$ cat config.mk
export PLATFORM = sky130hd
export DESIGN_NAME = hss_switch_ctrl
export DESIGN_NICKNAME = d
export VERILOG_FILES = /design/src/hss_pkg.sv /design/src/hss_pin_if.sv /design/src/hss_pin_sync.sv /design/src/hss_switch_ctrl.sv
export SDC_FILE = /design/constraint.sdc
export NUM_CORES = 1
export LEC_CHECK = 0
export BUFFER_PORTS_ARGS = -buffer_cell sky130_fd_sc_hd__buf_2
export CAP_MARGIN = 20
export CORE_MARGIN = 2
export CORE_UTILIZATION = 60
export CTS_BUF_LIST = sky130_fd_sc_hd__clkbuf_4 sky130_fd_sc_hd__clkbuf_8
export DETAILED_ROUTE_END_ITERATION = 12
export GPL_TIMING_DRIVEN = 0
export PLACE_DENSITY = 0.86
export SYNTH_ARGS = -nofsm -noshare
export SYNTH_HDL_FRONTEND = slang
export SYNTH_SLANG_ARGS = --single-unit
$ cat constraint.sdc
create_clock -name clk_i -period 3.9 [get_ports clk_i]
set_input_delay 0.195 -clock clk_i [delete_from_list [all_inputs] [get_ports clk_i]]
set_output_delay 0.195 -clock clk_i [all_outputs]
set_load 0.005 [all_outputs]
$ cat src/hss_pkg.sv
package hss_pkg;
   // Clock period of clk_i in nanoseconds
   localparam int CLK_NS = 100;
   // Standby delay, least time, in microseconds
   localparam int STBY_DELAY_US = 100;
   localparam int STBY_CYC = (STBY_DELAY_US * 1000 + CLK_NS - 1) / CLK_NS;
   // Retry interval after a shutdown, in microseconds
   localparam int RETRY_US = 200;
   localparam int RETRY_CYC = (RETRY_US * 1000 + CLK_NS - 1) / CLK_NS;
   localparam int RETRY_W = 16;
   localparam logic [RETRY_W-1:0] RETRY_RST = RETRY_CYC[RETRY_W-1:0];

   // Register byte offsets
   localparam logic [3:0] ADR_STATUS = 4'h0;
   localparam logic [3:0] ADR_IRQ_STAT = 4'h4;
   localparam logic [3:0] ADR_IRQ_MASK = 4'h8;
   localparam logic [3:0] ADR_RETRY = 4'hC;

   // Event bit positions in the status and mask registers
   localparam int IRQ_W = 4;
   localparam int EV_SHDN = 0;
   localparam int EV_OPEN = 1;
   localparam int EV_GND = 2;
   localparam int EV_STBY = 3;
   localparam logic [IRQ_W-1:0] IRQ_MASK_RST = 4'h0;

   // Status register field positions
   localparam int ST_STATE_LSB = 0;
   localparam int ST_FAULT_DET = 4;
   localparam int ST_SWITCH = 5;
   localparam int ST_GND_LOST = 6;

   // Operating states
   typedef enum logic [2:0] {
      ST_STANDBY = 3'b000,
      ST_STBY_DELAY = 3'b001,
      ST_DIAG = 3'b010,
      ST_ACTIVE = 3'b011,
      ST_FAULT = 3'b100
   } hss_state_e;

   // Sense multiplexer selections
   typedef enum logic [1:0] {
      MUX_LOAD = 2'b00,
      MUX_TEMP = 2'b01,
      MUX_FAULT = 2'b10
   } hss_mux_e;
endpackage

$ cat src/hss_pin_if.sv
`timescale 1ns/100ps
`default_nettype none
// Filtered pin levels passed from the synchroniser to the core
interface hss_pin_if;
   logic sw_on;
   logic diag_en;
   logic sense_sel;
   logic fault_hold;
   logic thermal;
   logic ilim;
   logic open_load;
   logic gnd_lost;
   modport sync_mp (output sw_on, diag_en, sense_sel, fault_hold,
      thermal, ilim, open_load, gnd_lost);
   modport core_mp (input sw_on, diag_en, sense_sel, fault_hold,
      thermal, ilim, open_load, gnd_lost);
endinterface
`default_nettype wire

$ cat src/hss_pin_sync.sv
`timescale 1ns/100ps
`default_nettype none
module hss_pin_sync #(
   parameter int W = 8
) (
   input wire logic clk_i,
   input wire logic rst_i,
   input wire logic [W-1:0] pins_i,
   hss_pin_if.sync_mp pin
);
   import hss_pkg::*;

   logic [W-1:0] f1_q;
   logic [W-1:0] f2_q;
   logic [W-1:0] f3_q;
   logic [W-1:0] lvl_q;

   // Three-stage chain; only the second stage reads the first
   always_ff @(posedge clk_i) begin
      if (rst_i) begin
         f1_q <= '0;
         f2_q <= '0;
         f3_q <= '0;
      end else begin
         f1_q <= pins_i;
         f2_q <= f1_q;
         f3_q <= f2_q;
      end
   end

   // A change counts once stages two and three agree, so one-cycle
   // glitches that slip through the first stage are dropped
   always_ff @(posedge clk_i) begin
      if (rst_i) begin
         lvl_q <= '0;
      end else begin
         for (int i = 0; i < W; i++) begin
            if (f2_q[i] == f3_q[i]) begin
               lvl_q[i] <= f3_q[i];
            end
         end
      end
   end

   // Bit order matches the pin vector of the core
   assign pin.sw_on = lvl_q[0];
   assign pin.diag_en = lvl_q[1];
   assign pin.sense_sel = lvl_q[2];
   assign pin.fault_hold = lvl_q[3];
   assign pin.thermal = lvl_q[4];
   assign pin.ilim = lvl_q[5];
   assign pin.open_load = lvl_q[6];
   assign pin.gnd_lost = lvl_q[7];
endmodule
`default_nettype wire

$ cat src/hss_switch_ctrl.sv
`timescale 1ns/100ps
`default_nettype none
module hss_switch_ctrl #(
   parameter int STBY_COUNT = hss_pkg::STBY_CYC
) (
   input wire logic clk_i,
   input wire logic rst_i,
   input wire logic switch_on_i,
   input wire logic diag_enable_i,
   input wire logic sense_select_i,
   input wire logic fault_hold_i,
   input wire logic thermal_shdn_i,
   input wire logic current_limit_i,
   input wire logic open_load_i,
   input wire logic gnd_lost_i,
   input wire logic [3:0] wb_adr_i,
   input wire logic [31:0] wb_dat_i,
   input wire logic [3:0] wb_sel_i,
   input wire logic wb_we_i,
   input wire logic wb_cyc_i,
   input wire logic wb_stb_i,
   output logic [31:0] wb_dat_o,
   output logic wb_ack_o,
   output logic switch_drive_o,
   output logic sense_oe_o,
   output hss_pkg::hss_mux_e sense_mux_o,
   output hss_pkg::hss_state_e state_o,
   output logic irq_o
);
   import hss_pkg::*;

   localparam int SCW = $clog2(STBY_COUNT + 1);
   localparam logic [SCW-1:0] STBY_LOAD = SCW'(STBY_COUNT - 1);

   hss_pin_if pin ();

   hss_state_e state_q;
   hss_state_e state_d;
   logic [SCW-1:0] stby_cnt_q;
   logic [RETRY_W-1:0] retry_cnt_q;
   logic [RETRY_W-1:0] retry_q;
   logic [IRQ_W-1:0] irq_stat_q;
   logic [IRQ_W-1:0] irq_mask_q;
   logic [IRQ_W-1:0] ev;
   logic open_q;
   logic gnd_q;
   logic shdn;
   logic open_det;
   logic fault_det;
   logic wb_req;
   logic wb_wr;
   logic [31:0] mask_wd;
   logic [31:0] retry_wd;

   // Returns the write data merged into old data under byte enables
   function automatic logic [31:0] lane_merge(input logic [31:0] old,
      input logic [31:0] wd, input logic [3:0] sel);
      logic [31:0] r;
      r = old;
      for (int b = 0; b < 4; b++) begin
         if (sel[b]) begin
            r[b*8 +: 8] = wd[b*8 +: 8];
         end
      end
      return r;
   endfunction

   ////////////////////////////////////////////////////////////////////
   // Pin filtering

   hss_pin_sync #(
      .W(8)
   ) u_sync (
      .clk_i(clk_i),
      .rst_i(rst_i),
      .pins_i({gnd_lost_i, open_load_i, current_limit_i, thermal_shdn_i,
         fault_hold_i, sense_select_i, diag_enable_i, switch_on_i}),
      .pin(pin.sync_mp)
   );

   ////////////////////////////////////////////////////////////////////
   // Fault conditions

   // Only true shutdowns count; reverse flow has no input at all, so
   // it can neither trip the state machine nor flag a fault
   assign shdn = pin.thermal | pin.ilim;
   // Comparator is looked at only with diag high and switch low, and
   // standby has no detection at all
   assign open_det = pin.open_load & pin.diag_en & ~pin.sw_on &
      (state_q == ST_DIAG);
   assign fault_det = (state_q == ST_FAULT) | open_det;

   ////////////////////////////////////////////////////////////////////
   // Operating state machine

   // Next state; a shutdown wins from any working state
   always_comb begin
      state_d = state_q;
      case (state_q)
         ST_STANDBY: begin
            if (pin.sw_on) begin
               state_d = ST_ACTIVE;
            end else if (pin.diag_en) begin
               state_d = ST_DIAG;
            end
         end
         ST_STBY_DELAY: begin
            if (pin.sw_on) begin
               state_d = ST_ACTIVE;
            end else if (pin.diag_en) begin
               state_d = ST_DIAG;
            end else if (stby_cnt_q == '0) begin
               state_d = ST_STANDBY;
            end
         end
         ST_DIAG: begin
            if (pin.sw_on) begin
               state_d = ST_ACTIVE;
            end else if (!pin.diag_en) begin
               state_d = ST_STBY_DELAY;
            end
         end
         ST_ACTIVE: begin
            // Diag pin alone never moves us out of here
            if (!pin.sw_on) begin
               state_d = pin.diag_en ? ST_DIAG : ST_STBY_DELAY;
            end
         end
         ST_FAULT: begin
            if (!shdn && !pin.fault_hold && retry_cnt_q == '0) begin
               if (pin.sw_on) begin
                  state_d = ST_ACTIVE;
               end else if (pin.diag_en) begin
                  state_d = ST_DIAG;
               end else begin
                  state_d = ST_STBY_DELAY;
               end
            end
         end
         default: state_d = ST_STANDBY;
      endcase
      if (shdn && state_q != ST_STANDBY) begin
         state_d = ST_FAULT;
      end
   end

   // State register
   always_ff @(posedge clk_i) begin
      if (rst_i) begin
         state_q <= ST_STANDBY;
      end else begin
         state_q <= state_d;
      end
   end

   // Standby delay timer, reloaded on every entry
   always_ff @(posedge clk_i) begin
      if (rst_i) begin
         stby_cnt_q <= STBY_LOAD;
      end else if (state_q != ST_STBY_DELAY) begin
         stby_cnt_q <= STBY_LOAD;
      end else if (stby_cnt_q != '0) begin
         stby_cnt_q <= stby_cnt_q - 1'b1;
      end
   end

   // Retry timer; runs once the shutdown condition clears, a new shutdown restarts it
   always_ff @(posedge clk_i) begin
      if (rst_i) begin
         retry_cnt_q <= '0;
      end else if (state_q != ST_FAULT || shdn) begin
         retry_cnt_q <= retry_q;
      end else if (retry_cnt_q != '0) begin
         retry_cnt_q <= retry_cnt_q - 1'b1;
      end
   end

   ////////////////////////////////////////////////////////////////////
   // Pin outputs

   // Gate drive and sense mux; ground loss overrides the state machine
   // but leaves it running so operation resumes once ground is back
   always_ff @(posedge clk_i) begin
      if (rst_i) begin
         switch_drive_o <= 1'b0;
         sense_oe_o <= 1'b0;
         sense_mux_o <= MUX_LOAD;
         state_o <= ST_STANDBY;
      end else begin
         switch_drive_o <= (state_d == ST_ACTIVE) & ~pin.gnd_lost;
         sense_oe_o <= pin.diag_en & (state_q != ST_STANDBY);
         if (pin.sense_sel) begin
            sense_mux_o <= MUX_TEMP;
         end else if (fault_det) begin
            sense_mux_o <= MUX_FAULT;
         end else begin
            sense_mux_o <= MUX_LOAD;
         end
         state_o <= state_d;
      end
   end

   ////////////////////////////////////////////////////////////////////
   // Events and interrupt

   // Edge memories for the level conditions that raise events
   always_ff @(posedge clk_i) begin
      if (rst_i) begin
         open_q <= 1'b0;
         gnd_q <= 1'b0;
      end else begin
         open_q <= open_det;
         gnd_q <= pin.gnd_lost;
      end
   end

   always_comb begin
      ev = '0;
      ev[EV_SHDN] = (state_d == ST_FAULT) & (state_q != ST_FAULT);
      ev[EV_OPEN] = open_det & ~open_q;
      ev[EV_GND] = pin.gnd_lost & ~gnd_q;
      ev[EV_STBY] = (state_d == ST_STANDBY) & (state_q != ST_STANDBY);
   end

   // Sticky status; an event in the clearing cycle still sets its bit
   always_ff @(posedge clk_i) begin
      if (rst_i) begin
         irq_stat_q <= '0;
      end else if (wb_wr && wb_adr_i == ADR_IRQ_STAT && wb_sel_i[0]) begin
         irq_stat_q <= (irq_stat_q & ~wb_dat_i[IRQ_W-1:0]) | ev;
      end else begin
         irq_stat_q <= irq_stat_q | ev;
      end
   end

   // Level interrupt, one cycle behind the status bits
   always_ff @(posedge clk_i) begin
      if (rst_i) begin
         irq_o <= 1'b0;
      end else begin
         irq_o <= |(irq_stat_q & irq_mask_q);
      end
   end

   ////////////////////////////////////////////////////////////////////
   // Wishbone slave

   // Answer every access one cycle after the strobe; an unmapped
   // address still acks, writes nothing and reads zero
   assign wb_req = wb_cyc_i & wb_stb_i & ~wb_ack_o;
   assign wb_wr = wb_req & wb_we_i;

   always_ff @(posedge clk_i) begin
      if (rst_i) begin
         wb_ack_o <= 1'b0;
      end else begin
         wb_ack_o <= wb_req;
      end
   end

   // Byte-lane merge of the write data into each writable register
   assign mask_wd = lane_merge({28'h0000000, irq_mask_q}, wb_dat_i, wb_sel_i);
   assign retry_wd = lane_merge({16'h0000, retry_q}, wb_dat_i, wb_sel_i);

   // Writable control registers
   always_ff @(posedge clk_i) begin
      if (rst_i) begin
         irq_mask_q <= IRQ_MASK_RST;
         retry_q <= RETRY_RST;
      end else if (wb_wr) begin
         if (wb_adr_i == ADR_IRQ_MASK) begin
            irq_mask_q <= mask_wd[IRQ_W-1:0];
         end
         if (wb_adr_i == ADR_RETRY) begin
            retry_q <= retry_wd[RETRY_W-1:0];
         end
      end
   end

   // Read data, captured with the ack
   always_ff @(posedge clk_i) begin
      if (rst_i) begin
         wb_dat_o <= 32'h00000000;
      end else if (wb_req && !wb_we_i) begin
         wb_dat_o <= 32'h00000000;
         case (wb_adr_i)
            ADR_STATUS: begin
               wb_dat_o[ST_STATE_LSB +: 3] <= state_q;
               wb_dat_o[ST_FAULT_DET] <= fault_det;
               wb_dat_o[ST_SWITCH] <= switch_drive_o;
               wb_dat_o[ST_GND_LOST] <= pin.gnd_lost;
            end
            ADR_IRQ_STAT: wb_dat_o[IRQ_W-1:0] <= irq_stat_q;
            ADR_IRQ_MASK: wb_dat_o[IRQ_W-1:0] <= irq_mask_q;
            ADR_RETRY: wb_dat_o[RETRY_W-1:0] <= retry_q;
            default: wb_dat_o <= 32'h00000000;
         endcase
      end
   end
endmodule
`default_nettype wire

==> results.py <==
metrics = {
    "finish": {
        "mostFrequentLayoutCells": "109 x dfxtp_1, 58 x buf_2, 50 x nor2_1, 50 x nand2_1, 28 x nor2b_1",
        "utilization": 0.712,
        "drive_above_1_share": 0.196,
        "seqCellArea_sq_um": 2180,
        "multi_input_area_sq_um": 2100,
        "final_common_cell": "dfxtp_1",
        "nNetsFinal": 627,
        "antenna_cells": 0,
        "fillCellCount": 580,
        "syn_to_final_growth_pct": 14.9,
    },
    "clocking": {
        "clockBufferDepth": 2,
        "clkTransAtPathRegs_ns": 0.12,
        "numCtsBuffers": 9,
        "cts_tree": "built",
        "holdBufCountCts": 0,
        "clock_latency_ns": 0.38,
        "cts_setup_buffers": 0,
        "ctsResizeCount": 0,
        "cts.sinks": 109,
        "root_buffer": "clkbuf_8",
        "cts_max_level": 3,
    },
    "grt": {
        "grt_pass1_vias": 3694,
        "grt_use_total": 0.255,
        "antenna_found_initial": 0,
        "grt_max_degree": 21,
        "overflow": 0,
        "grt_pass1_wl_microns": 17000,
    },
    "worst_setup_path": {
        "r2r.worst_path.cells": 8,
        "crit_type": "reg2reg",
        "r2r-end": "retry_cnt_q[5]",
        "r2r_setup_slack_ns": 1.43,
        "worstPathMaxFanout": 10,
        "startpoint_type": "register",
        "arrival_ns": 2.73,
        "cp.required_ns": 4.16,
        "worstSetupEndpointType": "register",
        "crit_path_start": "retry_cnt_q[0]",
        "r2r-start": "retry_cnt_q[0]",
    },
    "timing": {
        "timing.fmax_mhz": 405,
        "period_share": 0.633,
        "rsz0062_at_grt": "false",
        "drv_slew": 0,
        "finalWorstPathRequiredPeriod_ns": 2.47,
        "final-setup-viol-count": 0,
        "holdWs_ns": 0.0243,
        "finalWorstSetupSlack_ns": 1.43,
        "setup_tns_ns": 0,
        "finalHoldViolCount": 0,
        "max_slew_margin": 0.395,
        "tightestPinTransition_ns": 0.894,
        "clock_skew_ns": 0.0207,
    },
    "synthesis": {
        "synth.avg_cell_area_sq_um": 9.28,
        "ys_ff_latch": 109,
        "ys_seq_area_frac": 0.483,
        "synth_cells": 487,
        "syn_area_sq_um": 4520,
        "synthFlopType": "dfxtp_1",
        "async_reset_ff_frac": 0,
        "ys_types": 58,
        "yosys_warnings": 0,
        "synth-edff-count": 0,
    },
    "min_path": {
        "whs_path_depth": 2,
        "hold_class": "in2reg",
        "worstHoldEndpoint": "u_sync.f1_q[6]",
        "min_from": "open_load_i",
    },
    "route": {
        "vias": 3816,
        "drc": 0,
        "drt-pass1-iter-count": 5,
        "final_antenna_net_count": 0,
        "wl_microns": 10300,
        "vias_per_cell": 5.65,
        "post_drt_wl_per_cell_microns": 15.3,
        "drt_iter0_markers": 226,
    },
    "floorplanning": {
        "initial_utilization": 0.620,
        "chipHeight_microns": 90.8,
        "core_area_sq_um": 7290,
        "fp-row-count": 31,
        "ios": 94,
        "die_w_microns": 90.8,
        "die_area_sq_um": 8240,
    },
    "placed_design": {
        "hpwl_microns": 7470,
        "place_congestion": 0.918,
        "post-place-ws_ns": 1.49,
        "port_buffers": 56,
    },
    "run_status": {
        "status": "finished, final reports clean",
    },
    "pwr": {
        "powerDensity_nw_per_um2": 371,
        "irDropWorstVdd_uv": 307,
        "p_leak_nw": 2.17,
    },
    "flow_run": {
        "drv_cap": 0,
    },
}
[kinds of logic after synthesis]
group,count (synthesis),synth area share
and+or+nand+nor,201,0.227
AOI/OAI and AO/OA,79,0.121
other,1,0.000830
DFF,109,0.483
xor gates and xnor gates,14,0.0271
buffers and inverters,53,0.0642
muxes,27,0.0687
adders and majority gates,3,0.00831
[sequential cells by signal, indices dropped and copies added, names as in the netlist, 2 cells and up]
signal        count
retry_cnt_q      16
retry_q          16
wb_dat_o         16
stby_cnt_q       10
u_sync.f1_q       8
u_sync.f2_q       8
u_sync.f3_q       8
u_sync.lvl_q      8
irq_mask_q        4
irq_stat_q        4
state_o           3
sense_mux_o       2
[cell usage after synthesis, types with 3 or more instances]
library cell,n,area (sq um)
a211oi_1,8,60.1
a21oi_1,25,125
a22oi_1,8,60.1
a2bb2oi_1,3,26.3
a32o_1,4,40.0
buf_4,17,128
clkbuf_1,19,71.3
dfxtp_1,109,2180
ha_1,3,37.5
inv_1,10,37.5
mux2i_1,22,220
mux4_2,3,67.6
nand2_1,50,188
nand2b_1,3,18.8
nand3_1,14,70.1
nand3b_1,5,37.5
nor2_1,50,188
nor2b_1,28,175
nor3_1,14,70.1
nor3b_1,3,22.5
nor4_1,10,62.6
o21ai_0,14,70.1
or4_1,5,37.5
or4_4,3,33.8
xnor2_1,6,52.6
xor2_1,8,70.1
[critical path, cell delays in order, from the launching register on]
cell and delay, ns:
dfxtp_1 0.34, inv_1 0.11, ha_1 0.18, or3b_2 0.50, or4_4 0.57, buf_6 0.17, nand2_1 0.08, xor2_1 0.08
a211oi_1 0.32
[metrics by stage]
stage / cell area, sq um / power (W) / cells
6_report: 5190 / 0.00193 / 675
3_3_place_gp: 4980 / 0.00128 / 657
3_5_place_dp: 4990 / 0.00128 / 658
5_1_grt: 5190 / 0.00199 / 675
4_1_cts: 5190 / 0.00193 / 674
2_1_floorplan: 4580 / 0.00124 / 502
[layout make-up]
type                       count  share of cell area
buffer                        43              0.0487
clock buffer                  10              0.0253
clock inverter                 6              0.0123
inverter                      10             0.00723
multi-input combinational    340               0.405
sequential                   109               0.420
tap                           99              0.0238
timing repair buffer          58              0.0576
[routing by layer]
metal,up-vias,track usage,routed length [microns]
li1,1836,-,-
met1,1817,0.294,4160
met2,134,0.459,5300
met3,29,0.0551,630
met4,0,0.0985,233
met5,-,0,0
[worst max path at each step]
stage          slack, ns  depth (start not counted)              end
2_1_floorplan       1.74                          8  retry_cnt_q[11]
3_3_place_gp        1.49                          4    stby_cnt_q[2]
3_5_place_dp        1.49                          8  retry_cnt_q[11]
4_1_cts             1.46                          8   retry_cnt_q[5]
5_1_grt             1.36                          8  retry_cnt_q[10]
6_report            1.43                          8   retry_cnt_q[5]
[where the power goes]
| part | leakage, nW | internal, W | switching (W) |
|---|---|---|---|
| sequential | 0.885 | 0.00113 | 0.0000117 |
| clock | 0.0971 | 0.000258 | 0.000407 |
| combinational | 1.18 | 0.0000537 | 0.0000681 |
| total | 2.17 | 0.00144 | 0.000486 |
(Power assumes the default switching activity.)
